## src/include/asr_pkg.sv

```systemverilog
package asr_pkg;

  // Clock and timing
  localparam int CLK_HZ = 125000000;
  localparam int MS_PER_S = 1000;
  localparam int MS_CYCLES = CLK_HZ / MS_PER_S;
  localparam int MS_CNT_W = 17;
  localparam int MIN_PULSE_MS = 12;
  localparam int ALARM_CLR_MS = 30;
  localparam int COMM_ERR_S = 4;
  localparam int COMM_ERR_MS = COMM_ERR_S * MS_PER_S;
  localparam int WIDTH_CNT_W = 13;
  localparam logic [WIDTH_CNT_W-1:0] MIN_PULSE_CNT = WIDTH_CNT_W'(MIN_PULSE_MS);
  localparam logic [WIDTH_CNT_W-1:0] COMM_ERR_CNT = WIDTH_CNT_W'(COMM_ERR_MS);

  // Register offsets
  localparam logic [7:0] REG_CTRL = 8'h00;
  localparam logic [7:0] REG_SETPOINT = 8'h04;
  localparam logic [7:0] REG_STATUS = 8'h08;
  localparam logic [7:0] REG_IRQ_STAT = 8'h0c;
  localparam logic [7:0] REG_IRQ_MASK = 8'h10;
  localparam logic [7:0] REG_FREQ = 8'h14;

  // Control field positions and reset values
  localparam int CTRL_SRC_LSB = 0;
  localparam int CTRL_SEL_ASSIGNED = 2;
  localparam int CTRL_RST_NC = 3;
  localparam logic [1:0] SRC_ANALOG = 2'h1;
  localparam logic [1:0] CTRL_SRC_RST = 2'h0;
  localparam logic CTRL_ASSIGNED_RST = 1'b1;
  localparam logic [12:0] SETPOINT_RST = 13'h0000;
  localparam logic [3:0] IRQ_MASK_RST = 4'h0;

  // Interrupt status bits
  localparam int IRQ_TRIP = 0;
  localparam int IRQ_RESET_DONE = 1;
  localparam int IRQ_SHORT_PULSE = 2;
  localparam int IRQ_COMM_ERR = 3;

  localparam int ADC_W = 12;
  localparam int FREQ_W = 13;
  localparam int PIN_N = 5;

  typedef enum logic [2:0] {
    ST_PWRUP = 3'b001,
    ST_NORMAL = 3'b010,
    ST_HELD = 3'b100
  } asr_state_e;

endpackage

```

## src/include/asr_in_if.sv

```systemverilog
`timescale 1ns/1ps
`default_nettype none
interface asr_in_if;
  logic at_sel;
  logic rst_on;
  logic run;
  logic key_stop;
  logic key_any;
  logic tick;
  modport sync_mp(output at_sel, output rst_on, output run, output key_stop, output key_any);
  modport tick_mp(output tick);
  modport core_mp(input at_sel, input rst_on, input run, input key_stop, input key_any, input tick);
endinterface
`default_nettype wire

```

## src/core/asr_ms_timer.sv

```systemverilog
`timescale 1ns/1ps
`default_nettype none
module asr_ms_timer
  import asr_pkg::*;
#(
  parameter int MS_CYCLES_P = MS_CYCLES
) (
  input wire logic ref_clk,
  input wire logic nrst,
  asr_in_if.tick_mp io
);

  typedef struct packed {
    logic [MS_CNT_W-1:0] cnt;
    logic tick;
  } asr_tmr_s;

  asr_tmr_s st_ff;
  asr_tmr_s nxt_st;

  always_comb begin
    nxt_st = st_ff;
    nxt_st.tick = 1'b0;
    if (st_ff.cnt >= MS_CNT_W'(MS_CYCLES_P - 1)) begin
      nxt_st.cnt = '0;
      nxt_st.tick = 1'b1;
    end else begin
      nxt_st.cnt = st_ff.cnt + MS_CNT_W'(1);
    end
  end

  always_ff @(posedge ref_clk or negedge nrst) begin
    if (!nrst) begin
      st_ff <= '0;
    end else begin
      st_ff <= nxt_st;
    end
  end

  assign io.tick = st_ff.tick;

endmodule
`default_nettype wire

```

## src/core/asr_sync.sv

```systemverilog
`timescale 1ns/1ps
`default_nettype none
module asr_sync
  import asr_pkg::*;
(
  input wire logic ref_clk,
  input wire logic nrst,
  input wire logic [PIN_N-1:0] pins,
  asr_in_if.sync_mp io
);

  typedef struct packed {
    logic [PIN_N-1:0] s1;
    logic [PIN_N-1:0] s2;
    logic [PIN_N-1:0] s3;
    logic [PIN_N-1:0] q;
  } asr_sync_s;

  asr_sync_s st_ff;
  asr_sync_s nxt_st;

  // A level is accepted only when stages two and three agree
  always_comb begin
    nxt_st = st_ff;
    nxt_st.s1 = pins;
    nxt_st.s2 = st_ff.s1;
    nxt_st.s3 = st_ff.s2;
    for (int i = 0; i < PIN_N; i++) begin
      if (st_ff.s2[i] == st_ff.s3[i]) begin
        nxt_st.q[i] = st_ff.s3[i];
      end
    end
  end

  always_ff @(posedge ref_clk or negedge nrst) begin
    if (!nrst) begin
      st_ff <= '0;
    end else begin
      st_ff <= nxt_st;
    end
  end

  assign io.at_sel = st_ff.q[0];
  assign io.rst_on = st_ff.q[1];
  assign io.run = st_ff.q[2];
  assign io.key_stop = st_ff.q[3];
  assign io.key_any = st_ff.q[4];

endmodule
`default_nettype wire

```

## src/core/asr_top.sv

```systemverilog
// Functional notes
// - Select on: frequency from current input
// - Select off: frequency from voltage input
// - Select unassigned: sum both analog inputs
// - Reset input performs reset, cancels trip
// - Reset executes on full on-off pulse
// - Alarm output cleared within 30 ms
// - Reset on: output off, trip cleared
// - Run still active restarts motor after reset
// - Reset held 4 s at powerup: comm error
// - Comm error clears: reset off, key pressed
// - Stop key resets only during alarm
// - Power-on performs the same reset sequence
// - Reset terminal accepts normally-open sense only
// - Reset while running lets motor coast
//
// The strobed register port and the register offsets were chosen for this implementation.
`timescale 1ns/1ps
`default_nettype none
module asr_top
  import asr_pkg::*;
#(
  parameter int MS_CYCLES_P = MS_CYCLES
) (
  input wire logic ref_clk,
  input wire logic nrst,
  input wire logic analog_source_select,
  input wire logic trip_reset_input,
  input wire logic run_cmd,
  input wire logic stop_reset_key,
  input wire logic any_key,
  input wire logic trip_event,
  input wire logic [ADC_W-1:0] volt_analog_input,
  input wire logic [ADC_W-1:0] current_analog_input,
  input wire logic [7:0] reg_addr,
  input wire logic [31:0] reg_wdata,
  input wire logic reg_wr,
  input wire logic reg_rd,
  output logic [31:0] reg_rdata,
  output logic [FREQ_W-1:0] freq_cmd,
  output logic motor_enable,
  output logic motor_coast,
  output logic alarm_out,
  output logic powerup_reset,
  output logic comm_error,
  output logic irq
);

  asr_in_if io();

  asr_sync u_sync (
    .ref_clk(ref_clk),
    .nrst(nrst),
    .pins({any_key, stop_reset_key, run_cmd, trip_reset_input, analog_source_select}),
    .io(io.sync_mp)
  );

  asr_ms_timer #(
    .MS_CYCLES_P(MS_CYCLES_P)
  ) u_timer (
    .ref_clk(ref_clk),
    .nrst(nrst),
    .io(io.tick_mp)
  );

  typedef struct packed {
    asr_state_e state;
    logic [1:0] src;
    logic sel_assigned;
    logic [FREQ_W-1:0] setpoint;
    logic [3:0] irq_stat;
    logic [3:0] irq_mask;
    logic [WIDTH_CNT_W-1:0] rst_ms;
    logic [WIDTH_CNT_W-1:0] pu_ms;
    logic pu_hold;
    logic trip;
    logic alarm;
    logic comm_err;
    logic por;
    logic motor_en;
    logic coast;
    logic irq;
    logic [FREQ_W-1:0] freq;
    logic [31:0] rdata;
  } asr_top_s;

  asr_top_s st_ff;
  asr_top_s nxt_st;
  logic [3:0] ev;
  logic [FREQ_W-1:0] analog_sel;
  logic [3:0] w1c;

  function automatic logic [WIDTH_CNT_W-1:0] sat_inc(input logic [WIDTH_CNT_W-1:0] v);
    sat_inc = (&v) ? v : v + WIDTH_CNT_W'(1);
  endfunction

  function automatic logic [FREQ_W-1:0] widen(input logic [ADC_W-1:0] v);
    widen = {1'b0, v};
  endfunction

  // Select is looked at every cycle, so switching needs no stop
  always_comb begin
    if (!st_ff.sel_assigned) begin
      analog_sel = widen(volt_analog_input) + widen(current_analog_input);
    end else if (io.at_sel) begin
      analog_sel = widen(current_analog_input);
    end else begin
      analog_sel = widen(volt_analog_input);
    end
  end

  always_comb begin
    nxt_st = st_ff;
    ev = 4'h0;
    w1c = 4'h0;
    nxt_st.por = 1'b0;
    nxt_st.rdata = 32'h0000_0000;

    // Register writes; the reset terminal's sense bit is never stored
    if (reg_wr) begin
      if (reg_addr == REG_CTRL) begin
        nxt_st.src = reg_wdata[CTRL_SRC_LSB +: 2];
        nxt_st.sel_assigned = reg_wdata[CTRL_SEL_ASSIGNED];
      end else if (reg_addr == REG_SETPOINT) begin
        nxt_st.setpoint = reg_wdata[FREQ_W-1:0];
      end else if (reg_addr == REG_IRQ_STAT) begin
        w1c = reg_wdata[3:0];
      end else if (reg_addr == REG_IRQ_MASK) begin
        nxt_st.irq_mask = reg_wdata[3:0];
      end
    end

    case (st_ff.state)
      ST_PWRUP: begin
        // Power-on runs the same reset as a terminal pulse
        nxt_st.por = 1'b1;
        nxt_st.trip = 1'b0;
        nxt_st.alarm = 1'b0;
        nxt_st.state = ST_NORMAL;
      end
      ST_NORMAL: begin
        if (io.rst_on) begin
          nxt_st.state = ST_HELD;
          nxt_st.rst_ms = '0;
        end else if (io.key_stop && st_ff.alarm) begin
          nxt_st.trip = 1'b0;
          nxt_st.alarm = 1'b0;
          nxt_st.por = 1'b1;
          ev[IRQ_RESET_DONE] = 1'b1;
        end
      end
      ST_HELD: begin
        if (io.tick) begin
          nxt_st.rst_ms = sat_inc(st_ff.rst_ms);
        end
        // Clearing at the minimum width keeps the alarm well inside its limit
        if (st_ff.rst_ms >= MIN_PULSE_CNT) begin
          nxt_st.trip = 1'b0;
          nxt_st.alarm = 1'b0;
        end
        if (!io.rst_on) begin
          nxt_st.state = ST_NORMAL;
          if (st_ff.rst_ms >= MIN_PULSE_CNT) begin
            nxt_st.por = 1'b1;
            ev[IRQ_RESET_DONE] = 1'b1;
          end else begin
            ev[IRQ_SHORT_PULSE] = 1'b1;
          end
        end
      end
      default: begin
        nxt_st.state = ST_PWRUP;
      end
    endcase

    // A fault arriving with a clear still wins; none is taken while reset is held
    if (trip_event && st_ff.state != ST_HELD) begin
      nxt_st.trip = 1'b1;
      nxt_st.alarm = 1'b1;
      ev[IRQ_TRIP] = 1'b1;
    end

    // Reset held continuously from power-up for too long
    // The synchroniser starts low, so the pin is judged only at a tick, once it has settled
    if (!io.rst_on) begin
      if (io.tick) begin
        nxt_st.pu_hold = 1'b0;
      end
    end else if (st_ff.pu_hold && io.tick) begin
      nxt_st.pu_ms = sat_inc(st_ff.pu_ms);
    end
    if (st_ff.pu_hold && io.rst_on && st_ff.pu_ms >= COMM_ERR_CNT && !st_ff.comm_err) begin
      nxt_st.comm_err = 1'b1;
      ev[IRQ_COMM_ERR] = 1'b1;
    end else if (!io.rst_on && io.key_any) begin
      nxt_st.comm_err = 1'b0;
    end

    // Output follows run at once after a reset; no fresh run edge is needed
    nxt_st.motor_en = io.run && !nxt_st.trip && nxt_st.state == ST_NORMAL && !nxt_st.por;
    nxt_st.coast = nxt_st.state == ST_HELD;

    if (st_ff.src == SRC_ANALOG) begin
      nxt_st.freq = analog_sel;
    end else begin
      nxt_st.freq = st_ff.setpoint;
    end

    nxt_st.irq_stat = (st_ff.irq_stat & ~w1c) | ev;
    nxt_st.irq = |(nxt_st.irq_stat & nxt_st.irq_mask);

    if (reg_rd) begin
      if (reg_addr == REG_CTRL) begin
        nxt_st.rdata = {29'h0, st_ff.sel_assigned, st_ff.src};
      end else if (reg_addr == REG_SETPOINT) begin
        nxt_st.rdata = {19'h0, st_ff.setpoint};
      end else if (reg_addr == REG_STATUS) begin
        nxt_st.rdata = {22'h0, st_ff.state, io.run, io.rst_on, io.at_sel,
                        st_ff.comm_err, st_ff.motor_en, st_ff.alarm, st_ff.trip};
      end else if (reg_addr == REG_IRQ_STAT) begin
        nxt_st.rdata = {28'h0, st_ff.irq_stat};
      end else if (reg_addr == REG_IRQ_MASK) begin
        nxt_st.rdata = {28'h0, st_ff.irq_mask};
      end else if (reg_addr == REG_FREQ) begin
        nxt_st.rdata = {19'h0, st_ff.freq};
      end
    end
  end

  always_ff @(posedge ref_clk or negedge nrst) begin
    if (!nrst) begin
      st_ff <= '0;
      st_ff.state <= ST_PWRUP;
      st_ff.src <= CTRL_SRC_RST;
      st_ff.sel_assigned <= CTRL_ASSIGNED_RST;
      st_ff.setpoint <= SETPOINT_RST;
      st_ff.irq_mask <= IRQ_MASK_RST;
      st_ff.pu_hold <= 1'b1;
    end else begin
      st_ff <= nxt_st;
    end
  end

  assign reg_rdata = st_ff.rdata;
  assign freq_cmd = st_ff.freq;
  assign motor_enable = st_ff.motor_en;
  assign motor_coast = st_ff.coast;
  assign alarm_out = st_ff.alarm;
  assign powerup_reset = st_ff.por;
  assign comm_error = st_ff.comm_err;
  assign irq = st_ff.irq;

endmodule
`default_nettype wire

```

## config.mk

```make
export PLATFORM = sky130hd
export DESIGN_NAME = asr_top
export DESIGN_NICKNAME = d
export VERILOG_FILES = /design/src/include/asr_pkg.sv /design/src/include/asr_in_if.sv /design/src/core/asr_ms_timer.sv /design/src/core/asr_sync.sv /design/src/core/asr_top.sv
export SDC_FILE = /design/constraint.sdc
export NUM_CORES = 1
export LEC_CHECK = 0
export BUFFER_PORTS_ARGS = -buffer_cell sky130_fd_sc_hd__buf_2
export CAP_MARGIN = 20
export CELL_PAD_IN_SITES_DETAIL_PLACEMENT = 0
export CELL_PAD_IN_SITES_GLOBAL_PLACEMENT = 1
export CORE_UTILIZATION = 39
export DETAILED_ROUTE_END_ITERATION = 8
export GPL_ROUTABILITY_DRIVEN = 0
export PLACE_DENSITY_LB_ADDON = 0.1
export RECOVER_POWER = 50
export SKIP_LAST_GASP = 1
export SYNTH_ARGS = -nofsm -noshare
export SYNTH_HDL_FRONTEND = slang
export SYNTH_HIERARCHICAL = 1
export SYNTH_SLANG_ARGS = --single-unit
```

## constraint.sdc

```tcl
create_clock -name ref_clk -period 1.9 [get_ports ref_clk]
set_input_delay 0.285 -clock ref_clk [delete_from_list [all_inputs] [get_ports ref_clk]]
set_output_delay 0.285 -clock ref_clk [all_outputs]
set_load 0.02 [all_outputs]
```

Yosys cells after proc, flatten, opt, wreduce, memory -nomap -nowiden
Index checks and enable logic that the tools add are counted.
- magnitude comparators: 3
- multiplexer cells: 46
- shift-type cells: 0
- $add $sub $neg: 4
- eq/ne operators: 23
- reductions and logical operators: 27
- divide/modulo/power cells: 0
- bitwise logic cells: 7
- multipliers: 0
- operators with widths (operator ; count):
    two-way mux 13 bit ; 12
    two-way mux 4 bit ; 9
    adder 13 x 1 -> 13 bit (second input constant) ; 2
    one-hot mux 13 bit (2 select lines) ; 1
    AND reduction 13 bit ; 2
    adder 17 x 1 -> 17 bit (second input constant) ; 1
    greater-or-equal comparator 17 bit (second input constant) ; 1
    two-way mux 17 bit ; 1
    equality test 8 x 4 -> 1 bit (second input constant) ; 2
    equality test 8 x 5 -> 1 bit (second input constant) ; 2
    adder 12 x 12 -> 13 bit ; 1
    greater-or-equal comparator 13 x 12 -> 1 bit (second input constant) ; 1
    greater-or-equal comparator 13 x 4 -> 1 bit (second input constant) ; 1
    two-way mux 12 bit ; 1
    != test 3 bit (second input constant) ; 4
    two-way mux 1 bit ; 11
    logical AND 1 bit ; 10
    two-way mux 2 bit ; 5
    one-hot mux 3 bit (3 select lines) ; 1
    AND 4 bit ; 2
    equality test 8 x 3 -> 1 bit (second input constant) ; 1
    logical NOT 8 bit ; 1
    AND reduction 4 bit ; 2
    equality test 3 x 2 -> 1 bit (second input constant) ; 2
    other kinds (19) ; 34
- memory bits (read-only): 0
- memories kept: 0
- memory bits (writable): 0
- bits in latches: 0
- bits in registers: 144

Longest topological paths before layout
- word-level depth: 10
- mapped depth: 9

By module
Netlist, hierarchy kept.
- modules (own cells, without submodules) (module ; cells an instance ; sequential area each (um2) ; instances ; area each (um2)):
    asr_top ; 521 ; 2180.8 ; 1 ; 5128.7
    asr_ms_timer ; 91 ; 450.4 ; 1 ; 937.1
    asr_sync ; 25 ; 500.5 ; 1 ; 556.8

Least setup slack after synthesis
OpenSTA, ideal clock, no wires.
- path kind: input-to-reg
- start: input volt_analog_input[0]
- end: register st_ff (netlist bit freq_cmd[10])
- data arrival time: 1921 ps
- slack: -90 ps
- required time: 1831 ps
- library setup time: 69 ps
- stages on the path: 9
- path through: ha_1 > inv_1 > fa_1 > nor2b_1 > o21bai_1 > a31oi_1 > o21ai_0 > or4_1 > nand3_1
- RTL lines (element ; line ; RTL):
    start, declared ; asr_top.sv:33 ; input wire logic [ADC_W-1:0] volt_analog_input,
    end signal, assigned ; asr_top.sv:240 ; st_ff <= nxt_st;
    end, declared ; asr_top.sv:87 ; asr_top_s st_ff;

Final worst setup path
- start: register st_ff[105] (netlist bit)
- end: register st_ff[74] (netlist bit)
- cells in the longest elaborated chain, start to end: 3
- elaborated cells on any way between the ends: 8
- classes of those cells: eq/ne: 5; mux: 1; reduce/logical: 2
- RTL lines (element ; line ; RTL):
    equality test 3 x 2 -> 1 bit / equality test 3 bit (equally long branches) ; asr_top.sv:133 ; case (st_ff.state)
    != test 2 x 1 -> 1 bit (no source line) (tied with other cells) ; n/a ;
    AND reduction 4 bit (no source line) ; n/a ;
Parallel ways exist; a longest one is shown, timed or not.
A chain may end at the register's enable or synchronous reset.

==> impl_metrics.ini <==
[yosys]
synth_top_family_by_area = simple AND/OR/NAND/NOR gates
seq_area_frac_synth_pct = 47.3
synth_simple_gate_area_share_pct = 17.4
yosysWarnings = 6
syn_area_um2 = 6620
synth.area.mux_share_pct = 7.31
synth_compound_area_share_pct = 11.2
synth_edf_count = 0
ys_dominant_reg_cell = dfrtp_1
synth_seq_cells = 125
synthCells = 637
synth_fa_ha_area_share_pct = 4.36
synth_cell_type_count = 77
synthArstFlopShare_pct = 100
synth_area_per_cell_um2 = 10.4
synth-xor-area-share_pct = 4.76

[timing]
finalClockSkew_ps = 8.41
clock.fmax_mhz = 550
tightestPinTransition_ps = 814
relSlewSlack_pct = 45.8
drv_slew = 0
setup_viol = 0
hold_violations = 0
final.min_clock_period_ps = 1820
setup_ws_ps = 82.4
fin_crit_sh_pct = 95.7
rsz0062_at_grt = yes
setup_tns_ps = 0

[cts]
cts_root_buffer = clkbuf_16
clk_path_buf_depth = 2
clk_pin_slew_ps = 60
cts_tree = yes
clk_latency_ps = 410
htreeDepth = 4
cts_made_buffers = 17
clock_sinks = 125

[placement]
placed_cells = 960
dpl_worst_slack_ps = -461
dp_hpwl_um = 11700
io_buffers = 86

[pwr]
swShare_pct = 26.4
combPwrFrac_pct = 14.2
p_int_w = 0.00529
p_clk_share_pct = 44.3
p_per_area_nw_per_um2 = 888
p_total_w = 0.00719
p_sw_w = 0.00190
p_leak_nw = 3.90
vdd_drop_max_uv = 684
sequentialPowerShare_pct = 41.5

[routing]
drc = 0
via_per_inst = 5.01
drtIter0Drc = 213
postRouteWirelength_um = 15400
first_pass_iters = 4
drtAntennaViolNets = 0
wl_per_cell_um = 15.4
vias = 5006

[cells_and_area]
drive_gt1_share_pct = 30.2
nets = 857
syn2layout_area_growth_pct = 22.3
mostFrequentLayoutCells = 120 x dfrtp_1, 85 x buf_2, 66 x nand2_1, 59 x buf_4, 39 x nor2_1
instances_no_fill = 999
utilization_pct = 48.8
layout_commonest_cell = dfrtp_1

[setup_path]
crit_fanout = 8
start_kind = flop
critPathKind = flop to flop
arrival_ps = 2150
end_kind = flop
cp.required_ps = 2240

[die]
die_area_um2 = 17500
rows = 47
die_w_um = 132
pin_count = 125
die_y_um = 132
initial_core_util_pct = 39.9
core-area_um2 = 16600

[flow_run]
cap_violations = 0

[grt]
busiest_layer = met2
grt_use_met3_pct = 4.65
grt_pass1_vias = 5115
antenna_found_initial = 1
gr-usage-met1_pct = 24.4
globalRouteMet2Util_pct = 31.0
grt_pass1_wl_um = 25800
grt_max_degree = 51
grt_overflow = 0
track_usage_pct = 18.9

[min_path]
min_path_type = input pin to flop

[outcome]
outcome = finished clean
==> flip-flops by register name, indices dropped and copies added (netlist names), 5 cells and up <==
name,cells
freq_cmd,13
reg_rdata,13
st_ff,55
u_sync/nxt_st,10
u_sync/st_ff,5
u_timer/st_ff,17
==> metal layers <==
layer / vias to the layer above / routed length, um
met4: 0 / 238
met2: 94 / 7390
li1: 2445 / -
met5: - / 0
met1: 2454 / 7170
met3: 13 / 579
==> path summary, 6_finish.rpt <==
kind	from	end	slack (ps)	cells past startpoint
max	st_ff[105]	st_ff[74]	80	5
min	reg_wdata[10]	st_ff[97]	110	2
max reg2reg	st_ff[105]	st_ff[74]	80	5
min reg2reg	u_sync/nxt_st[14]	u_sync/nxt_st[9]	340	0
min in group asynchronous	nrst	freq_cmd[11]	400	2
max in group asynchronous	nrst	st_ff[60]	290	3
==> logic make-up (layout without fill, tap and decap cells) <==
family,count (synthesis),after routing
and+or+nand+nor,218,218
DFF,125,125
AOI/OAI and AO/OA,110,110
buffers and inverters,83,206
muxes,41,41
xor gates and xnor gates,36,36
adders and majority gates,23,23
other,1,20
==> through the flow <==
stage / cell area, um^2 / hold slack (ps)
3_5_place_dp: 7470 / 143
4_1_cts: 8120 / 86.6
2_1_floorplan: 6690 / -10.6
3_3_place_gp: 7470 / 146
6_report: 8100 / 108
5_1_grt: 8100 / 91.4
==> synthesized netlist by cell type (3+ instances only) <==
library cell    n  area share [%]
o211ai_1        6            0.68
xor2_1         15             2.0
nand3_1        18             1.4
o21bai_1        3            0.34
o21ai_0        29             2.2
a211oi_1        3            0.34
nor2_1         39             2.2
xnor2_1        21             2.8
a21oi_1        19             1.4
inv_1          19             1.1
mux2_4         11             2.5
dfrtp_1       122              46
nor2_2          9            0.85
dfstp_2         3             1.2
nor4_1          9            0.85
nor3_1         14             1.1
nor2b_1         6            0.57
maj3_2          5            0.85
nor3b_1         4            0.45
nand4_1        14             1.3
mux2_1          3            0.51
o22ai_1         3            0.28
a31oi_1         4            0.38
or3_1           4            0.38
nand2b_1        6            0.57
mux2_2         12             2.0
a21o_1          4            0.45
mux2i_1        15             2.3
a21boi_0        4            0.45
ha_1           17             3.2
and3_1          7            0.66
buf_2           3            0.23
buf_4          45             5.1
a22oi_1        11             1.2
clkbuf_1       12            0.68
nand2_1        66             3.7
==> power groups by stage <==
| stage | Sequential [W] | Combinational (W) | Clock [W] |
|---|---|---|---|
| final | 0.00299 | 0.00102 | 0.00319 |
| after global routing | 0.00301 | 0.00113 | 0.00340 |
| after CTS | 0.00298 | 0.00104 | 0.00327 |
| after detailed placement | 0.00303 | 0.00102 | 0 |
| after global placement | 0.00302 | 0.00100 | 0 |
| after floorplan | 0.00299 | 0.000613 | 0 |
==> cell type report <==
cell class	instances	area [um^2]
Fill cell	1612	8480
Inverter	20	75.1
Clock inverter	10	114
Timing Repair Buffer	154	952
Multi-Input combinational cell	447	3070
Sequential cell	125	3130
Clock buffer	22	474
Antenna cell	1	2.50
Tap cell	220	275
==> timing repair <==
item	4_1_cts	5_1_grt
setup buffers	0	0
hold buffers	6	0
endpoints found under the hold margin	83	0
endpoints found under the setup margin	1	11
resized for setup	1	7
==> worst max-delay path, stage by stage, from the launching register on <==
cell and delay [ps]:
dfrtp_2 480, and4bb_2 340, a21oi_1 40, a311o_2 380, or3_1 360, a21oi_1 140
(Power assumes the default switching activity.)
